`src/fbio_defines.svh`:
```
// Offsets, field positions, reset values and counts of the I/O image block
`ifndef FBIO_DEFINES_SVH
`define FBIO_DEFINES_SVH

// Output image, written by the host
`define FBIO_OFF_MOD_CMD   9'h000
`define FBIO_OFF_HS_REQ    9'h001
`define FBIO_OFF_BT_OUT    9'h002
`define FBIO_OFF_BT_IN     9'h003
// Input image, read by the host
`define FBIO_OFF_HS_ACK    9'h001
`define FBIO_OFF_STN3      9'h04c
`define FBIO_OFF_ALM_STAT  9'h050
`define FBIO_OFF_ALM_CNT   9'h051
`define FBIO_OFF_ALM_ADDR  9'h052
`define FBIO_OFF_ALM_SLOT  9'h053
`define FBIO_OFF_ALM_SEQ   9'h054
`define FBIO_OFF_ALM_KIND  9'h055
`define FBIO_OFF_ALM_QUAL  9'h056
`define FBIO_OFF_ALM_RSVD  9'h057
`define FBIO_OFF_IN_FIRST  9'h058
`define FBIO_OFF_IN_LAST   9'h1ef
`define FBIO_IN_PAGE_BYTES 25'h0000198
// Field positions
`define FBIO_BIT_HOST_NOT_READY      5
`define FBIO_BIT_COLD      7
`define FBIO_BIT_PEND      0
`define FBIO_BIT_LOST      7
`define FBIO_BIT_DIAG_OVF  7
`define FBIO_BIT_ACK_DIAG  0
`define FBIO_BIT_ACK_GLOB  1
// Field limits
`define FBIO_MAX_ADDR      8'h7e
`define FBIO_MAX_SLOT      8'hfe
`define FBIO_MAX_SEQ       8'h1f
`define FBIO_MAX_QUAL      8'h07
`define FBIO_KIND_LO_MAX   8'h06
`define FBIO_KIND_HI_MIN   8'h20
`define FBIO_KIND_HI_MAX   8'h7e
// Reset values and counts
`define FBIO_RST_BYTE      8'h00
`define FBIO_RST_WORD      16'h0000
`define FBIO_BOOT_CYCLES   4'hf

`endif

```
`src/fbio_pkg.sv`:
```
// Types shared by the I/O image block
package fbio_pkg;

  typedef enum logic [1:0] {FBIO_BUS_STOP, FBIO_BUS_RUN, FBIO_BUS_BOOT} fbio_bus_t;

  typedef enum logic {FBIO_ALM_IDLE, FBIO_ALM_PEND} fbio_alm_t;

  typedef struct packed {
    logic [7:0] addr;
    logic [7:0] slot;
    logic [7:0] seq;
    logic [7:0] kind;
    logic [7:0] qual;
  } fbio_alarm_t;

endpackage : fbio_pkg
```
`src/fbio_fifo.sv`:
```
// Alarm queue with registered head word
`timescale 1ns/1ps
`default_nettype none

module fbio_fifo
#(
  parameter int WIDTH = 40,
  parameter int DEPTH = 8
)
(
  input  wire logic             mclk,
  input  wire logic             sys_rst,
  input  wire logic             flush,
  input  wire logic             in_valid,
  output var  logic             in_ready,
  input  wire logic [WIDTH-1:0] in_data,
  output var  logic             out_valid,
  input  wire logic             out_ready,
  output var  logic [WIDTH-1:0] out_data
);

  localparam int PW = (DEPTH > 1) ? $clog2(DEPTH) : 1;
  localparam int CW = $clog2(DEPTH + 2);

  logic [WIDTH-1:0] mem [DEPTH];
  logic [PW-1:0]    wr_ptr_ff;
  logic [PW-1:0]    rd_ptr_ff;
  logic [CW-1:0]    mem_cnt_ff;
  logic [CW-1:0]    nxt_mem_cnt;
  logic             push;
  logic             load;

  function automatic logic [PW-1:0] ptr_inc(input logic [PW-1:0] p);
    ptr_inc = (p == PW'(DEPTH - 1)) ? '0 : p + PW'(1);
  endfunction

  // Total occupancy counts the head register, so DEPTH words fit in all
  assign push = in_valid && in_ready;
  assign load = (mem_cnt_ff != '0) && (!out_valid || out_ready);
  assign nxt_mem_cnt = mem_cnt_ff + CW'(push) - CW'(load);

  always_ff @(posedge mclk)
  begin
    if (push)
    begin
      mem[wr_ptr_ff] <= in_data;
    end
  end

  always_ff @(posedge mclk)
  begin
    if (sys_rst || flush)
    begin
      wr_ptr_ff  <= '0;
      rd_ptr_ff  <= '0;
      mem_cnt_ff <= '0;
      in_ready   <= 1'b0;
    end
    else
    begin
      if (push)
      begin
        wr_ptr_ff <= ptr_inc(wr_ptr_ff);
      end
      if (load)
      begin
        rd_ptr_ff <= ptr_inc(rd_ptr_ff);
      end
      mem_cnt_ff <= nxt_mem_cnt;
      in_ready   <= (nxt_mem_cnt + CW'(load || (out_valid && !out_ready))) < CW'(DEPTH);
    end
  end

  always_ff @(posedge mclk)
  begin
    if (sys_rst || flush)
    begin
      out_valid <= 1'b0;
      out_data  <= '0;
    end
    else if (load)
    begin
      out_valid <= 1'b1;
      out_data  <= mem[rd_ptr_ff];
    end
    else if (out_ready)
    begin
      out_valid <= 1'b0;
    end
  end

endmodule : fbio_fifo

`default_nettype wire

```
`src/fbio_image_ctrl.sv`:
```
// Station status, alarm indication and command image of the fieldbus master
`timescale 1ns/1ps
`default_nettype none
`include "fbio_defines.svh"

module fbio_image_ctrl
  import fbio_pkg::*;
#(
  parameter int ALARM_DEPTH = 32,
  parameter int IN_ADDR_W   = 25
)
(
  input  wire logic                 mclk,
  input  wire logic                 sys_rst,
  // Host image access
  input  wire logic                 host_wr_en,
  input  wire logic [8:0]           host_wr_addr,
  input  wire logic [15:0]          host_wr_data,
  input  wire logic                 host_rd_en,
  input  wire logic [8:0]           host_rd_addr,
  output var  logic [7:0]           host_rd_data,
  output var  logic                 host_rd_valid,
  input  wire logic                 host_alarm_ack,
  // Alarms from the fieldbus engine
  input  wire logic                 alm_in_valid,
  output var  logic                 alm_in_ready,
  input  wire logic [7:0]           alm_in_addr,
  input  wire logic [7:0]           alm_in_slot,
  input  wire logic [7:0]           alm_in_seq,
  input  wire logic [7:0]           alm_in_kind,
  input  wire logic [7:0]           alm_in_qual,
  input  wire logic                 diag_overflow_in,
  // Paged input data from the fieldbus engine
  output var  logic                 in_data_req,
  output var  logic [IN_ADDR_W-1:0] in_data_addr,
  input  wire logic [7:0]           in_data_byte,
  // Handshake commands
  output var  logic                 diag_req_start,
  input  wire logic                 diag_done,
  output var  logic                 glob_req_start,
  input  wire logic                 glob_done,
  // Bus control
  output var  logic                 bus_run,
  output var  logic                 fail_safe,
  output var  logic                 cold_boot
);

  // ****************************************************
  // Declarations
  // ****************************************************
  logic [7:0]           module_command_bits_ff;
  logic [7:0]           handshake_request_bits_ff;
  logic [15:0]          block_transfer_out_index_ff;
  logic [15:0]          block_transfer_in_index_ff;
  logic                 cold_prev_ff;
  logic                 cold_edge;
  fbio_bus_t            bus_state_ff;
  fbio_bus_t            nxt_bus_state;
  logic [3:0]           boot_cnt_ff;
  logic                 boot_clear;
  logic                 diag_overflow_flag_ff;
  fbio_alm_t            alm_state_ff;
  fbio_alarm_t          alm_in_rec;
  fbio_alarm_t          alm_head;
  fbio_alarm_t          alm_cur_ff;
  logic                 alm_head_valid;
  logic                 alm_pop;
  logic                 alm_push_ok;
  logic                 alarm_lost_flag_ff;
  logic [7:0]           alarm_counter_ff;
  logic [1:0]           ack_bits_ff;
  logic [1:0]           sent_bits_ff;
  logic [1:0]           busy_bits_ff;
  logic [1:0]           start_ff;
  logic [1:0]           done_in;
  logic                 rd_pend_ff;
  logic [8:0]           rd_addr_ff;
  logic [7:0]           nxt_rd_data;

  // ****************************************************
  // Helpers
  // ****************************************************
  function automatic logic alarm_ok(input fbio_alarm_t a);
    logic kind_ok;
    kind_ok = ((a.kind != 8'h00) && (a.kind <= `FBIO_KIND_LO_MAX))
           || ((a.kind >= `FBIO_KIND_HI_MIN) && (a.kind <= `FBIO_KIND_HI_MAX));
    alarm_ok = (a.addr <= `FBIO_MAX_ADDR) && (a.slot <= `FBIO_MAX_SLOT)
            && (a.seq <= `FBIO_MAX_SEQ) && (a.qual <= `FBIO_MAX_QUAL)
            && kind_ok;
  endfunction

  function automatic logic in_data_range(input logic [8:0] a);
    in_data_range = (a >= `FBIO_OFF_IN_FIRST) && (a <= `FBIO_OFF_IN_LAST);
  endfunction

  // Linear engine address of an input byte within the selected page
  function automatic logic [IN_ADDR_W-1:0] lin_addr(input logic [15:0] page,
                                                   input logic [8:0]  a);
    logic [IN_ADDR_W-1:0] base;
    base = IN_ADDR_W'(page) * IN_ADDR_W'(`FBIO_IN_PAGE_BYTES);
    lin_addr = base + IN_ADDR_W'(a - `FBIO_OFF_IN_FIRST);
  endfunction

  // ****************************************************
  // Output image registers
  // ****************************************************
  always_ff @(posedge mclk)
  begin
    if (sys_rst)
    begin
      module_command_bits_ff      <= `FBIO_RST_BYTE;
      handshake_request_bits_ff   <= `FBIO_RST_BYTE;
      block_transfer_out_index_ff <= `FBIO_RST_WORD;
      block_transfer_in_index_ff  <= `FBIO_RST_WORD;
    end
    else if (host_wr_en)
    begin
      unique case (host_wr_addr)
        `FBIO_OFF_MOD_CMD: module_command_bits_ff      <= host_wr_data[7:0];
        `FBIO_OFF_HS_REQ:  handshake_request_bits_ff   <= host_wr_data[7:0];
        `FBIO_OFF_BT_OUT:  block_transfer_out_index_ff <= host_wr_data;
        `FBIO_OFF_BT_IN:   block_transfer_in_index_ff  <= host_wr_data;
        default:
        begin
        end
      endcase
    end
  end

  // ****************************************************
  // Bus state and cold boot
  // ****************************************************
  assign cold_edge  = module_command_bits_ff[`FBIO_BIT_COLD] && !cold_prev_ff;
  assign boot_clear = (bus_state_ff == FBIO_BUS_BOOT);

  always_ff @(posedge mclk)
  begin
    if (sys_rst)
    begin
      cold_prev_ff <= 1'b0;
    end
    else
    begin
      cold_prev_ff <= module_command_bits_ff[`FBIO_BIT_COLD];
    end
  end

  always_comb
  begin
    nxt_bus_state = bus_state_ff;
    unique case (bus_state_ff)
      FBIO_BUS_STOP:
      begin
        if (!module_command_bits_ff[`FBIO_BIT_HOST_NOT_READY])
        begin
          nxt_bus_state = FBIO_BUS_RUN;
        end
      end
      FBIO_BUS_RUN:
      begin
        if (module_command_bits_ff[`FBIO_BIT_HOST_NOT_READY])
        begin
          nxt_bus_state = FBIO_BUS_STOP;
        end
      end
      FBIO_BUS_BOOT:
      begin
        if (boot_cnt_ff == `FBIO_BOOT_CYCLES)
        begin
          nxt_bus_state = FBIO_BUS_STOP;
        end
      end
    endcase
    if (cold_edge)
    begin
      nxt_bus_state = FBIO_BUS_BOOT;
    end
  end

  always_ff @(posedge mclk)
  begin
    if (sys_rst)
    begin
      bus_state_ff <= FBIO_BUS_STOP;
      boot_cnt_ff  <= 4'h0;
    end
    else
    begin
      bus_state_ff <= nxt_bus_state;
      boot_cnt_ff  <= (nxt_bus_state == FBIO_BUS_BOOT) ? boot_cnt_ff + 4'h1 : 4'h0;
    end
  end

  // Slaves are held fail-safe whenever the bus is not running
  always_ff @(posedge mclk)
  begin
    if (sys_rst)
    begin
      bus_run   <= 1'b0;
      fail_safe <= 1'b1;
      cold_boot <= 1'b0;
    end
    else
    begin
      bus_run   <= (nxt_bus_state == FBIO_BUS_RUN);
      fail_safe <= (nxt_bus_state != FBIO_BUS_RUN);
      cold_boot <= cold_edge;
    end
  end

  // ****************************************************
  // Station status
  // ****************************************************
  always_ff @(posedge mclk)
  begin
    if (sys_rst || boot_clear)
    begin
      diag_overflow_flag_ff <= 1'b0;
    end
    else
    begin
      diag_overflow_flag_ff <= diag_overflow_in;
    end
  end

  // ****************************************************
  // Alarm queue
  // ****************************************************
  assign alm_in_rec  = '{addr: alm_in_addr, slot: alm_in_slot, seq: alm_in_seq,
                         kind: alm_in_kind, qual: alm_in_qual};
  // Out-of-range alarms and alarms arriving with the bus down are dropped
  assign alm_push_ok = alm_in_valid && alarm_ok(alm_in_rec)
                    && (bus_state_ff == FBIO_BUS_RUN);
  // A new head becomes pending when none is shown or the shown one is acked
  assign alm_pop = alm_head_valid
                && ((alm_state_ff == FBIO_ALM_IDLE) || host_alarm_ack);

  fbio_fifo
  #(
    .WIDTH ($bits(fbio_alarm_t)),
    .DEPTH (ALARM_DEPTH - 1)
  )
  u_alarm_fifo
  (
    .mclk      (mclk),
    .sys_rst   (sys_rst),
    .flush     (boot_clear),
    .in_valid  (alm_push_ok),
    .in_ready  (alm_in_ready),
    .in_data   (alm_in_rec),
    .out_valid (alm_head_valid),
    .out_ready (alm_pop),
    .out_data  (alm_head)
  );

  always_ff @(posedge mclk)
  begin
    if (sys_rst || boot_clear)
    begin
      alm_state_ff <= FBIO_ALM_IDLE;
    end
    else if (alm_pop)
    begin
      alm_state_ff <= FBIO_ALM_PEND;
    end
    else if (host_alarm_ack)
    begin
      alm_state_ff <= FBIO_ALM_IDLE;
    end
  end

  // Detail fields keep their last values after the final acknowledge
  always_ff @(posedge mclk)
  begin
    if (sys_rst || boot_clear)
    begin
      alm_cur_ff <= '0;
    end
    else if (alm_pop)
    begin
      alm_cur_ff <= alm_head;
    end
  end

  always_ff @(posedge mclk)
  begin
    if (sys_rst || boot_clear)
    begin
      alarm_counter_ff <= `FBIO_RST_BYTE;
    end
    else if (alm_pop)
    begin
      alarm_counter_ff <= alarm_counter_ff + 8'h01;
    end
  end

  // Loss while full wins over the clear of a stopped bus
  always_ff @(posedge mclk)
  begin
    if (sys_rst || boot_clear)
    begin
      alarm_lost_flag_ff <= 1'b0;
    end
    else if (alm_push_ok && !alm_in_ready)
    begin
      alarm_lost_flag_ff <= 1'b1;
    end
    else if (bus_state_ff != FBIO_BUS_RUN)
    begin
      alarm_lost_flag_ff <= 1'b0;
    end
  end

  // ****************************************************
  // Handshake requests
  // ****************************************************
  assign done_in = {glob_done, diag_done};

  always_ff @(posedge mclk)
  begin
    if (sys_rst || boot_clear)
    begin
      ack_bits_ff  <= 2'h0;
      sent_bits_ff <= 2'h0;
      busy_bits_ff <= 2'h0;
      start_ff     <= 2'h0;
    end
    else
    begin
      for (int i = 0; i < 2; i++)
      begin
        start_ff[i] <= 1'b0;
        if (busy_bits_ff[i])
        begin
          if (done_in[i])
          begin
            ack_bits_ff[i]  <= sent_bits_ff[i];
            busy_bits_ff[i] <= 1'b0;
          end
        end
        else if (handshake_request_bits_ff[i] != ack_bits_ff[i])
        begin
          sent_bits_ff[i] <= handshake_request_bits_ff[i];
          busy_bits_ff[i] <= 1'b1;
          start_ff[i]     <= 1'b1;
        end
      end
    end
  end

  assign diag_req_start = start_ff[`FBIO_BIT_ACK_DIAG];
  assign glob_req_start = start_ff[`FBIO_BIT_ACK_GLOB];

  // ****************************************************
  // Input image read
  // ****************************************************
  always_ff @(posedge mclk)
  begin
    if (sys_rst)
    begin
      rd_pend_ff   <= 1'b0;
      rd_addr_ff   <= 9'h000;
      in_data_req  <= 1'b0;
      in_data_addr <= '0;
    end
    else
    begin
      rd_pend_ff  <= host_rd_en;
      rd_addr_ff  <= host_rd_addr;
      in_data_req <= host_rd_en && in_data_range(host_rd_addr);
      if (host_rd_en && in_data_range(host_rd_addr))
      begin
        in_data_addr <= lin_addr(block_transfer_in_index_ff, host_rd_addr);
      end
    end
  end

  always_comb
  begin
    nxt_rd_data = 8'h00;
    unique case (rd_addr_ff)
      `FBIO_OFF_HS_ACK:   nxt_rd_data = {6'h00, ack_bits_ff};
      `FBIO_OFF_STN3:     nxt_rd_data = {diag_overflow_flag_ff, 7'h00};
      `FBIO_OFF_ALM_STAT:
      begin
        nxt_rd_data[`FBIO_BIT_PEND] = (alm_state_ff == FBIO_ALM_PEND);
        nxt_rd_data[`FBIO_BIT_LOST] = alarm_lost_flag_ff;
      end
      `FBIO_OFF_ALM_CNT:  nxt_rd_data = alarm_counter_ff;
      `FBIO_OFF_ALM_ADDR: nxt_rd_data = alm_cur_ff.addr;
      `FBIO_OFF_ALM_SLOT: nxt_rd_data = alm_cur_ff.slot;
      `FBIO_OFF_ALM_SEQ:  nxt_rd_data = alm_cur_ff.seq;
      `FBIO_OFF_ALM_KIND: nxt_rd_data = alm_cur_ff.kind;
      `FBIO_OFF_ALM_QUAL: nxt_rd_data = alm_cur_ff.qual;
      default:
      begin
        if (in_data_range(rd_addr_ff))
        begin
          nxt_rd_data = in_data_byte;
        end
      end
    endcase
  end

  always_ff @(posedge mclk)
  begin
    if (sys_rst)
    begin
      host_rd_data  <= 8'h00;
      host_rd_valid <= 1'b0;
    end
    else
    begin
      host_rd_valid <= rd_pend_ff;
      if (rd_pend_ff)
      begin
        host_rd_data <= nxt_rd_data;
      end
    end
  end

endmodule : fbio_image_ctrl

`default_nettype wire

```
`config.mk`:
```
export PLATFORM = sky130hd
export DESIGN_NAME = fbio_image_ctrl
export DESIGN_NICKNAME = d
export VERILOG_FILES = /design/src/fbio_pkg.sv /design/src/fbio_fifo.sv /design/src/fbio_image_ctrl.sv
export VERILOG_INCLUDE_DIRS = /design/src
export SDC_FILE = /design/constraint.sdc
export NUM_CORES = 2
export LEC_CHECK = 0
export BUFFER_PORTS_ARGS = -buffer_cell sky130_fd_sc_hd__buf_4
export CAP_MARGIN = 15
export CORE_ASPECT_RATIO = 0.7
export CORE_MARGIN = 1
export CORE_UTILIZATION = 40
export DETAILED_ROUTE_END_ITERATION = 16
export GPL_ROUTABILITY_DRIVEN = 0
export HOLD_SLACK_MARGIN = 0.06
export REMOVE_ABC_BUFFERS = 1
export SYNTH_ARGS = -nofsm -noshare
export SYNTH_HDL_FRONTEND = slang
export SYNTH_SLANG_ARGS = --single-unit
```
`constraint.sdc`:
```
create_clock -name mclk -period 5.1 [get_ports mclk]
set_input_delay 0.255 -clock mclk [delete_from_list [all_inputs] [get_ports mclk]]
set_output_delay 0.255 -clock mclk [all_outputs]
set_load 0.02 [all_outputs]
```
==> Word-level counts from Yosys, hierarchy flattened <==
Memory sizes are Yosys's and may differ from the RTL's. A register that Yosys moved wholly into a read port is not among the register bits.
Index checks and enable logic that the tools add are counted.
{ "totals": {"ff_bits": 158, "ramBits": 1240, "inputBits": 91, "output_inout_bits": 41, "wordCells": 154, "memories": 1} }
{ "classes": {"n_addsub": 9, "n_mul": 1, "n_lt_le_gt_ge": 12, "n_eq_ne": 22, "mux": 25, "n_bitwise": 4, "reduce_logical": 44} }
{ "mem_list": {"columns": ["memory", "depth", "word_bits", "rd", "rd_clocked_by_memory_dff", "wr", "line", "source"], "rows": [
  ["u_alarm_fifo.mem", 31, 40, 1, 1, 1, "fbio_fifo.sv:25", "logic [WIDTH-1:0] mem [DEPTH];"]
]} }
{ "ops": {"columns": ["cell", "n"], "rows": [
  ["$eq 9x7->1 const B", 8],
  ["$pmux 6 s8", 1],
  ["$add 25x25->25", 1],
  ["$mul 16x6->22 const B", 1],
  ["$eq 9x1->1 const B", 2],
  ["$ge 9x7->1 const B", 2],
  ["$le 9x9->1 const B", 2],
  ["$pmux 1 s9", 2],
  ["$logic_and 1x1->1", 17],
  ["$le 8x3->1 const B", 2],
  ["$le 8x7->1 const B", 2],
  ["$mux 1", 14],
  ["$reduce_and 2->1", 7],
  ["$add 6x1->6", 2],
  ["$add 5x1->5 const B", 2],
  ["$eq 5x5->1 const B", 2],
  ["$mux 5", 2],
  ["$sub 9x7->10 const B", 1],
  ["$eq 9x2->1 const B", 1],
  ["$logic_not 9->1", 1],
  ["$add 8x1->8 const B", 1],
  ["$ge 8x6->1 const B", 1],
  ["$le 8x5->1 const B", 1],
  ["$le 8x8->1 const B", 1],
  ["other kinds (19)", 41]
]} }

==> Logic depth before layout (Yosys ltp) <==
{ "logic_depth": {"word_depth": 12, "mapped_depth": 21, "ltp_nobuf": 21} }

==> Modules after synthesis <==
Synthesis repeated with hierarchy kept, for this count alone.
{ "hier_totals": {"hier_cells": 3480, "hier_area_um2": 57747.9} }
{ "by_module_without_submodules": {"columns": ["module", "instances", "cells_each", "area_per_inst_um2", "seq_area_each_um2"], "rows": [
  ["fbio_fifo", 1, 2463, 49545.0, 38396.8],
  ["fbio_image_ctrl", 1, 1017, 8202.9, 2682.6]
]} }

==> Worst setup path before layout <==
OpenSTA, ideal clock, no wires.
{ "synth_path": {"kind": "register -> register", "from": "register block_transfer_in_index_ff[8]", "to": "register in_data_addr[24]", "setup_ns": 0.074, "arrival_time_ns": 5.073, "required_ns": 5.026, "slack_ns": -0.047, "stages_incl_launch_ff": 21, "n_path_buf": 0, "period_less_slack_ns": 5.147, "cell_sequence": "dfxtp_1 > ha_1 > inv_1 > fa_1 > fa_1 > inv_1 > ha_1 > or4_1 > o221a_2 > a31oi_1 > nand2b_1 > a21oi_1 > xnor2_1 > ha_1 > a211o_1 > a21oi_1 > o21ai_0 > a221oi_1 > a21oi_1 > or3_1 > a31oi_1"} }
{ "synth_between": {"elab_chain_len": 2} }
{ "synth_rtl": {"columns": ["element", "line", "source"], "rows": [
  ["from (decl)", "fbio_image_ctrl.sv:54", "logic [15:0] block_transfer_in_index_ff;"],
  ["from (signal assigned)", "fbio_image_ctrl.sv:114", "block_transfer_in_index_ff <= `FBIO_RST_WORD;"],
  ["from (signal assigned)", "fbio_image_ctrl.sv:122", "`FBIO_OFF_BT_IN: block_transfer_in_index_ff <= host_wr_data;"],
  ["$mul 16x6->22", "fbio_image_ctrl.sv:100", "base = IN_ADDR_W'(page) * IN_ADDR_W'(`FBIO_IN_PAGE_BYTES);"],
  ["$add 25x25->25", "fbio_image_ctrl.sv:101", "lin_addr = base + IN_ADDR_W'(a - `FBIO_OFF_IN_FIRST);"],
  ["to (signal assigned)", "fbio_image_ctrl.sv:373", "in_data_addr <= lin_addr(block_transfer_in_index_ff, host_rd_addr);"],
  ["to (decl)", "fbio_image_ctrl.sv:35", "output var logic [IN_ADDR_W-1:0] in_data_addr,"]
]} }
Every way passes these cells.
A chain may end at the register's enable or synchronous reset.

==> Final worst setup path <==
{ "layout_path": {"from": "register block_transfer_in_index_ff[7]", "to": "register in_data_addr[24]"} }
Same word-level chain as after synthesis.

==> results.toml <==
[outcome]
status = "finished with violations"
failed_checks = "setup timing"

[timing]
min_period_ns = 5.21
worst-slew-pin-transition_ns = 1.08
slew_headroom = 0.281
worst_slack_ns = -0.112
finalHoldViolations = 0
fmax_mhz = 192
finalSetupTns_ns = -0.112
finalCritPeriodShare = 1.02
slew_violations = 0
skew_ns = 0.0291
rsz0062_at_grt = "yes"
setup_violations = 1

[drt]
route.detailed.drc = 0
dr_total_vias = 31000
ant_nets = 0
firstDrtPassIters = 8
wl_per_cell_um = 26.9
totalWireLength_mm = 150
viasPerCell = 5.59
drt_iter0_drc = 3393

[critical_path]
r2r_cells = 19
max_stage_delay_ns = 0.55
r2r_setup_slack_ns = -0.11
path_max_fanout = 4
endpoint_kind = "register"
endpoint = "in_data_addr[24]"
cp-start-kind = "register"
timing.rr.start = "block_transfer_in_index_ff[7]"
cp_top_family = "adder cells"
critical_path_depth = 19
path_class = "reg -> reg"
crit_path_start = "block_transfer_in_index_ff[7]"
crit_slowest_cell = "fa_1"
cp.arrival_ns = 5.91
worstPathBufferInverterCount = 2
worstReg2RegEnd = "in_data_addr[24]"
crit_path_cell_trace = "ha_1, inv_2, fa_1, fa_1, inv_1, ha_2, or4_4, o221a_4, a31oi_4, o31ai_4, o41ai_2, xnor2_1, ha_1, and4_4, a21bo_2, a2111o_1, and3_1, or3_1, a31oi_1"
worstPathRequired_ns = 5.80

[clock_network]
cts.htree.levels = 4
clk_latency_ns = 0.79
cts_buffer_depth = 3
cts_sinks = 1432
cts-root-buf = "clkbuf_16"
tritoncts = "done"
path_clk_slew_ns = 0.06
cts_made_buffers = 140

[grt]
grt_usage = 0.204
grt_max_degree = 87
gr-total-overflow = 0
antenna_found_initial = 3
grt_first_pass_wirelength_mm = 216
grt_pass1_vias = 30600

[floorplan]
fp.dieW_um = 456
boundaryPins = 132
die_h_um = 320
core_area_um2 = 143000
die-area_um2 = 146000
rows = 116
start_util = 0.404

[synthesis]
synthesis.instances = 3183
syn_area_um2 = 57800
synth-edff-count = 1240
syn_area_per_cell_um2 = 18.2
async_flop_share = 0
synthFlopType = "edfxtp_1"
ys_seq_area_frac = 0.710
yosys_warnings = 0
yosys.area.top_type = "edfxtp_1"
netlist.area_leader.share = 0.644
ys_top_cells_by_area = "edfxtp_1 64%, mux4_2 14%, dfxtp_1 6.6%, mux2i_1 2.0%, ha_1 1.9%"
ys_ff_latch = 1432
synth_cell_types = 68

[power]
vdd_drop_max_uv = 379
internal_power_w = 0.0216
power.static_leakage_nw = 22.2
p_clk_frac = 0.358
power_w = 0.0292
pwr-share-comb = 0.185
p_seq_frac = 0.457
switching_share = 0.260
power.density_nw_per_um2 = 429
power.switching_w = 0.00757

[placed_design]
place_inst = 5199
pre_cts_slack_ns = -0.368
portBuffers = 131
hpwlAfterDp_mm = 85.9

[finish]
drive_gt1_frac = 0.264
final_util = 0.475
fin_nets = 3753
fin_cells = 5553
area_growth_pct = 17.7

[hold_path]
hold_class = "in -> reg"
min_from = "host_wr_addr[8]"

[run]
maxCapViolCount = 0
## layout by cell type (no fill, tap or decap), drive strengths merged, types with 20 or more instances in the layout
| cell | Yosys | layout |
|---|---|---|
| edfxtp | 1240 | 1240 |
| mux4 | 352 | 352 |
| buf | 82 | 296 |
| nand2 | 196 | 196 |
| dfxtp | 192 | 192 |
| clkbuf | 77 | 175 |
| nor2 | 170 | 170 |
| mux2i | 113 | 113 |
| a21oi | 107 | 107 |
| inv | 88 | 102 |
| ha | 88 | 88 |
| dlygate4sd3 | 1 | 87 |
| o21ai | 84 | 84 |
| a211oi | 62 | 62 |
| clkinv | 1 | 54 |
| nor2b | 30 | 30 |
| nand3 | 28 | 28 |
| fa | 26 | 26 |
| xnor2 | 21 | 21 |
| or3 | 20 | 20 |
## metal layers
| metal | track usage | routed length [µm] |
|---|---|---|
| met3 | 0.0324 | 9320 |
| met2 | 0.316 | 69200 |
| met5 | 0 | 0 |
| met4 | 0.0515 | 2810 |
| met1 | 0.302 | 68200 |
## layout make-up
| cell class | instances | area, µm² |
|---|---|---|
| diodes | 2 | 5.00 |
| clock buffers | 175 | 3720 |
| clock inverters | 82 | 852 |
| fillers | 11900 | 75200 |
| inverters | 89 | 342 |
| multi-input cells | 1502 | 16300 |
| flip-flops and latches | 1432 | 41100 |
| well taps | 1888 | 2360 |
| repair buffers | 383 | 3390 |
## tightest hold or removal path, stage by stage
cell	delay (ns)
buf_4	0.08
nor4b_1	0.04
nand2_1	0.13
nor2_2	0.23
mux2i_1	0.17
nor2_1	0.08
## per-stage QoR
step,hold slack (ns),area [µm²]
global route,0.241,68000
global placement,0.403,62200
floorplan,0.322,57100
CTS,0.180,67800
finish,0.246,68000
detailed placement,0.422,62200
## cells in the mapped netlist, types with 15 or more instances
cell type	number
a211oi_1	62
a21o_1	17
a21oi_1	107
buf_1	26
buf_2	48
clkbuf_1	77
dfxtp_1	192
edfxtp_1	1240
fa_1	26
ha_1	88
inv_1	88
mux2i_1	113
mux4_2	352
nand2_1	195
nand3_1	28
nand4_1	15
nor2_1	170
nor2b_1	30
o21ai_0	83
or3_1	20
xnor2_1	21
xor2_1	17
## sequential cells by signal (all words and copies together), names as in the netlist, 2 cells and up
register                    cells
u_alarm_fifo.wr_ptr_ff          5
busy_bits_ff                    2
u_alarm_fifo.mem             1240
rd_addr_ff                      9
host_rd_data                    8
u_alarm_fifo.mem_cnt_ff         6
in_data_addr                   25
u_alarm_fifo.out_data          40
boot_cnt_ff                     4
ack_bits_ff                     2
block_transfer_in_index_ff     16
handshake_request_bits_ff       2
alarm_counter_ff                8
alm_cur_ff                     40
bus_state_ff                    2
module_command_bits_ff          2
u_alarm_fifo.rd_ptr_ff          5
sent_bits_ff                    2
start_ff                        2
## worst min path at each step
| stage | endpoint | slack (ns) | depth (start not counted) |
|---|---|---|---|
| final | block_transfer_in_index_ff[11] | 0.25 | 6 |
| after global routing | alarm_lost_flag_ff | 0.24 | 5 |
| after CTS | block_transfer_in_index_ff[12] | 0.18 | 6 |
| after detailed placement | cold_boot | 0.42 | 1 |
| after global placement | cold_boot | 0.40 | 1 |
| after floorplan | rd_addr_ff[3] | 0.32 | 1 |
## timing repair
action	4_1_cts	5_1_grt
setup buffers	2	6
endpoints found under the setup margin	5	10
endpoints found under the hold margin	1293	0
gates resized for setup	29	42
hold buffers	87	0
pin swaps	16	18
## power groups by stage
stage	Combinational [W]	Clock, W	Sequential [W]
after floorplan	0.00388	0	0.0139
after global placement	0.00536	0	0.0136
after detailed placement	0.00541	0	0.0136
after CTS	0.00548	0.0107	0.0133
after global routing	0.00585	0.0111	0.0134
final	0.00541	0.0104	0.0133
## kinds of logic after synthesis
logic type	after synthesis	share of synthesized area
XOR/XNOR	38	0.00576
AO/OA/AOI/OAI	365	0.0405
buffers and inverters	249	0.0180
flip-flops	1432	0.710
AND/OR/NAND/NOR	514	0.0395
adder cells (fa/ha/maj)	114	0.0280
multiplexers	471	0.158
Note: power is estimated with default switching activity, not from simulation.
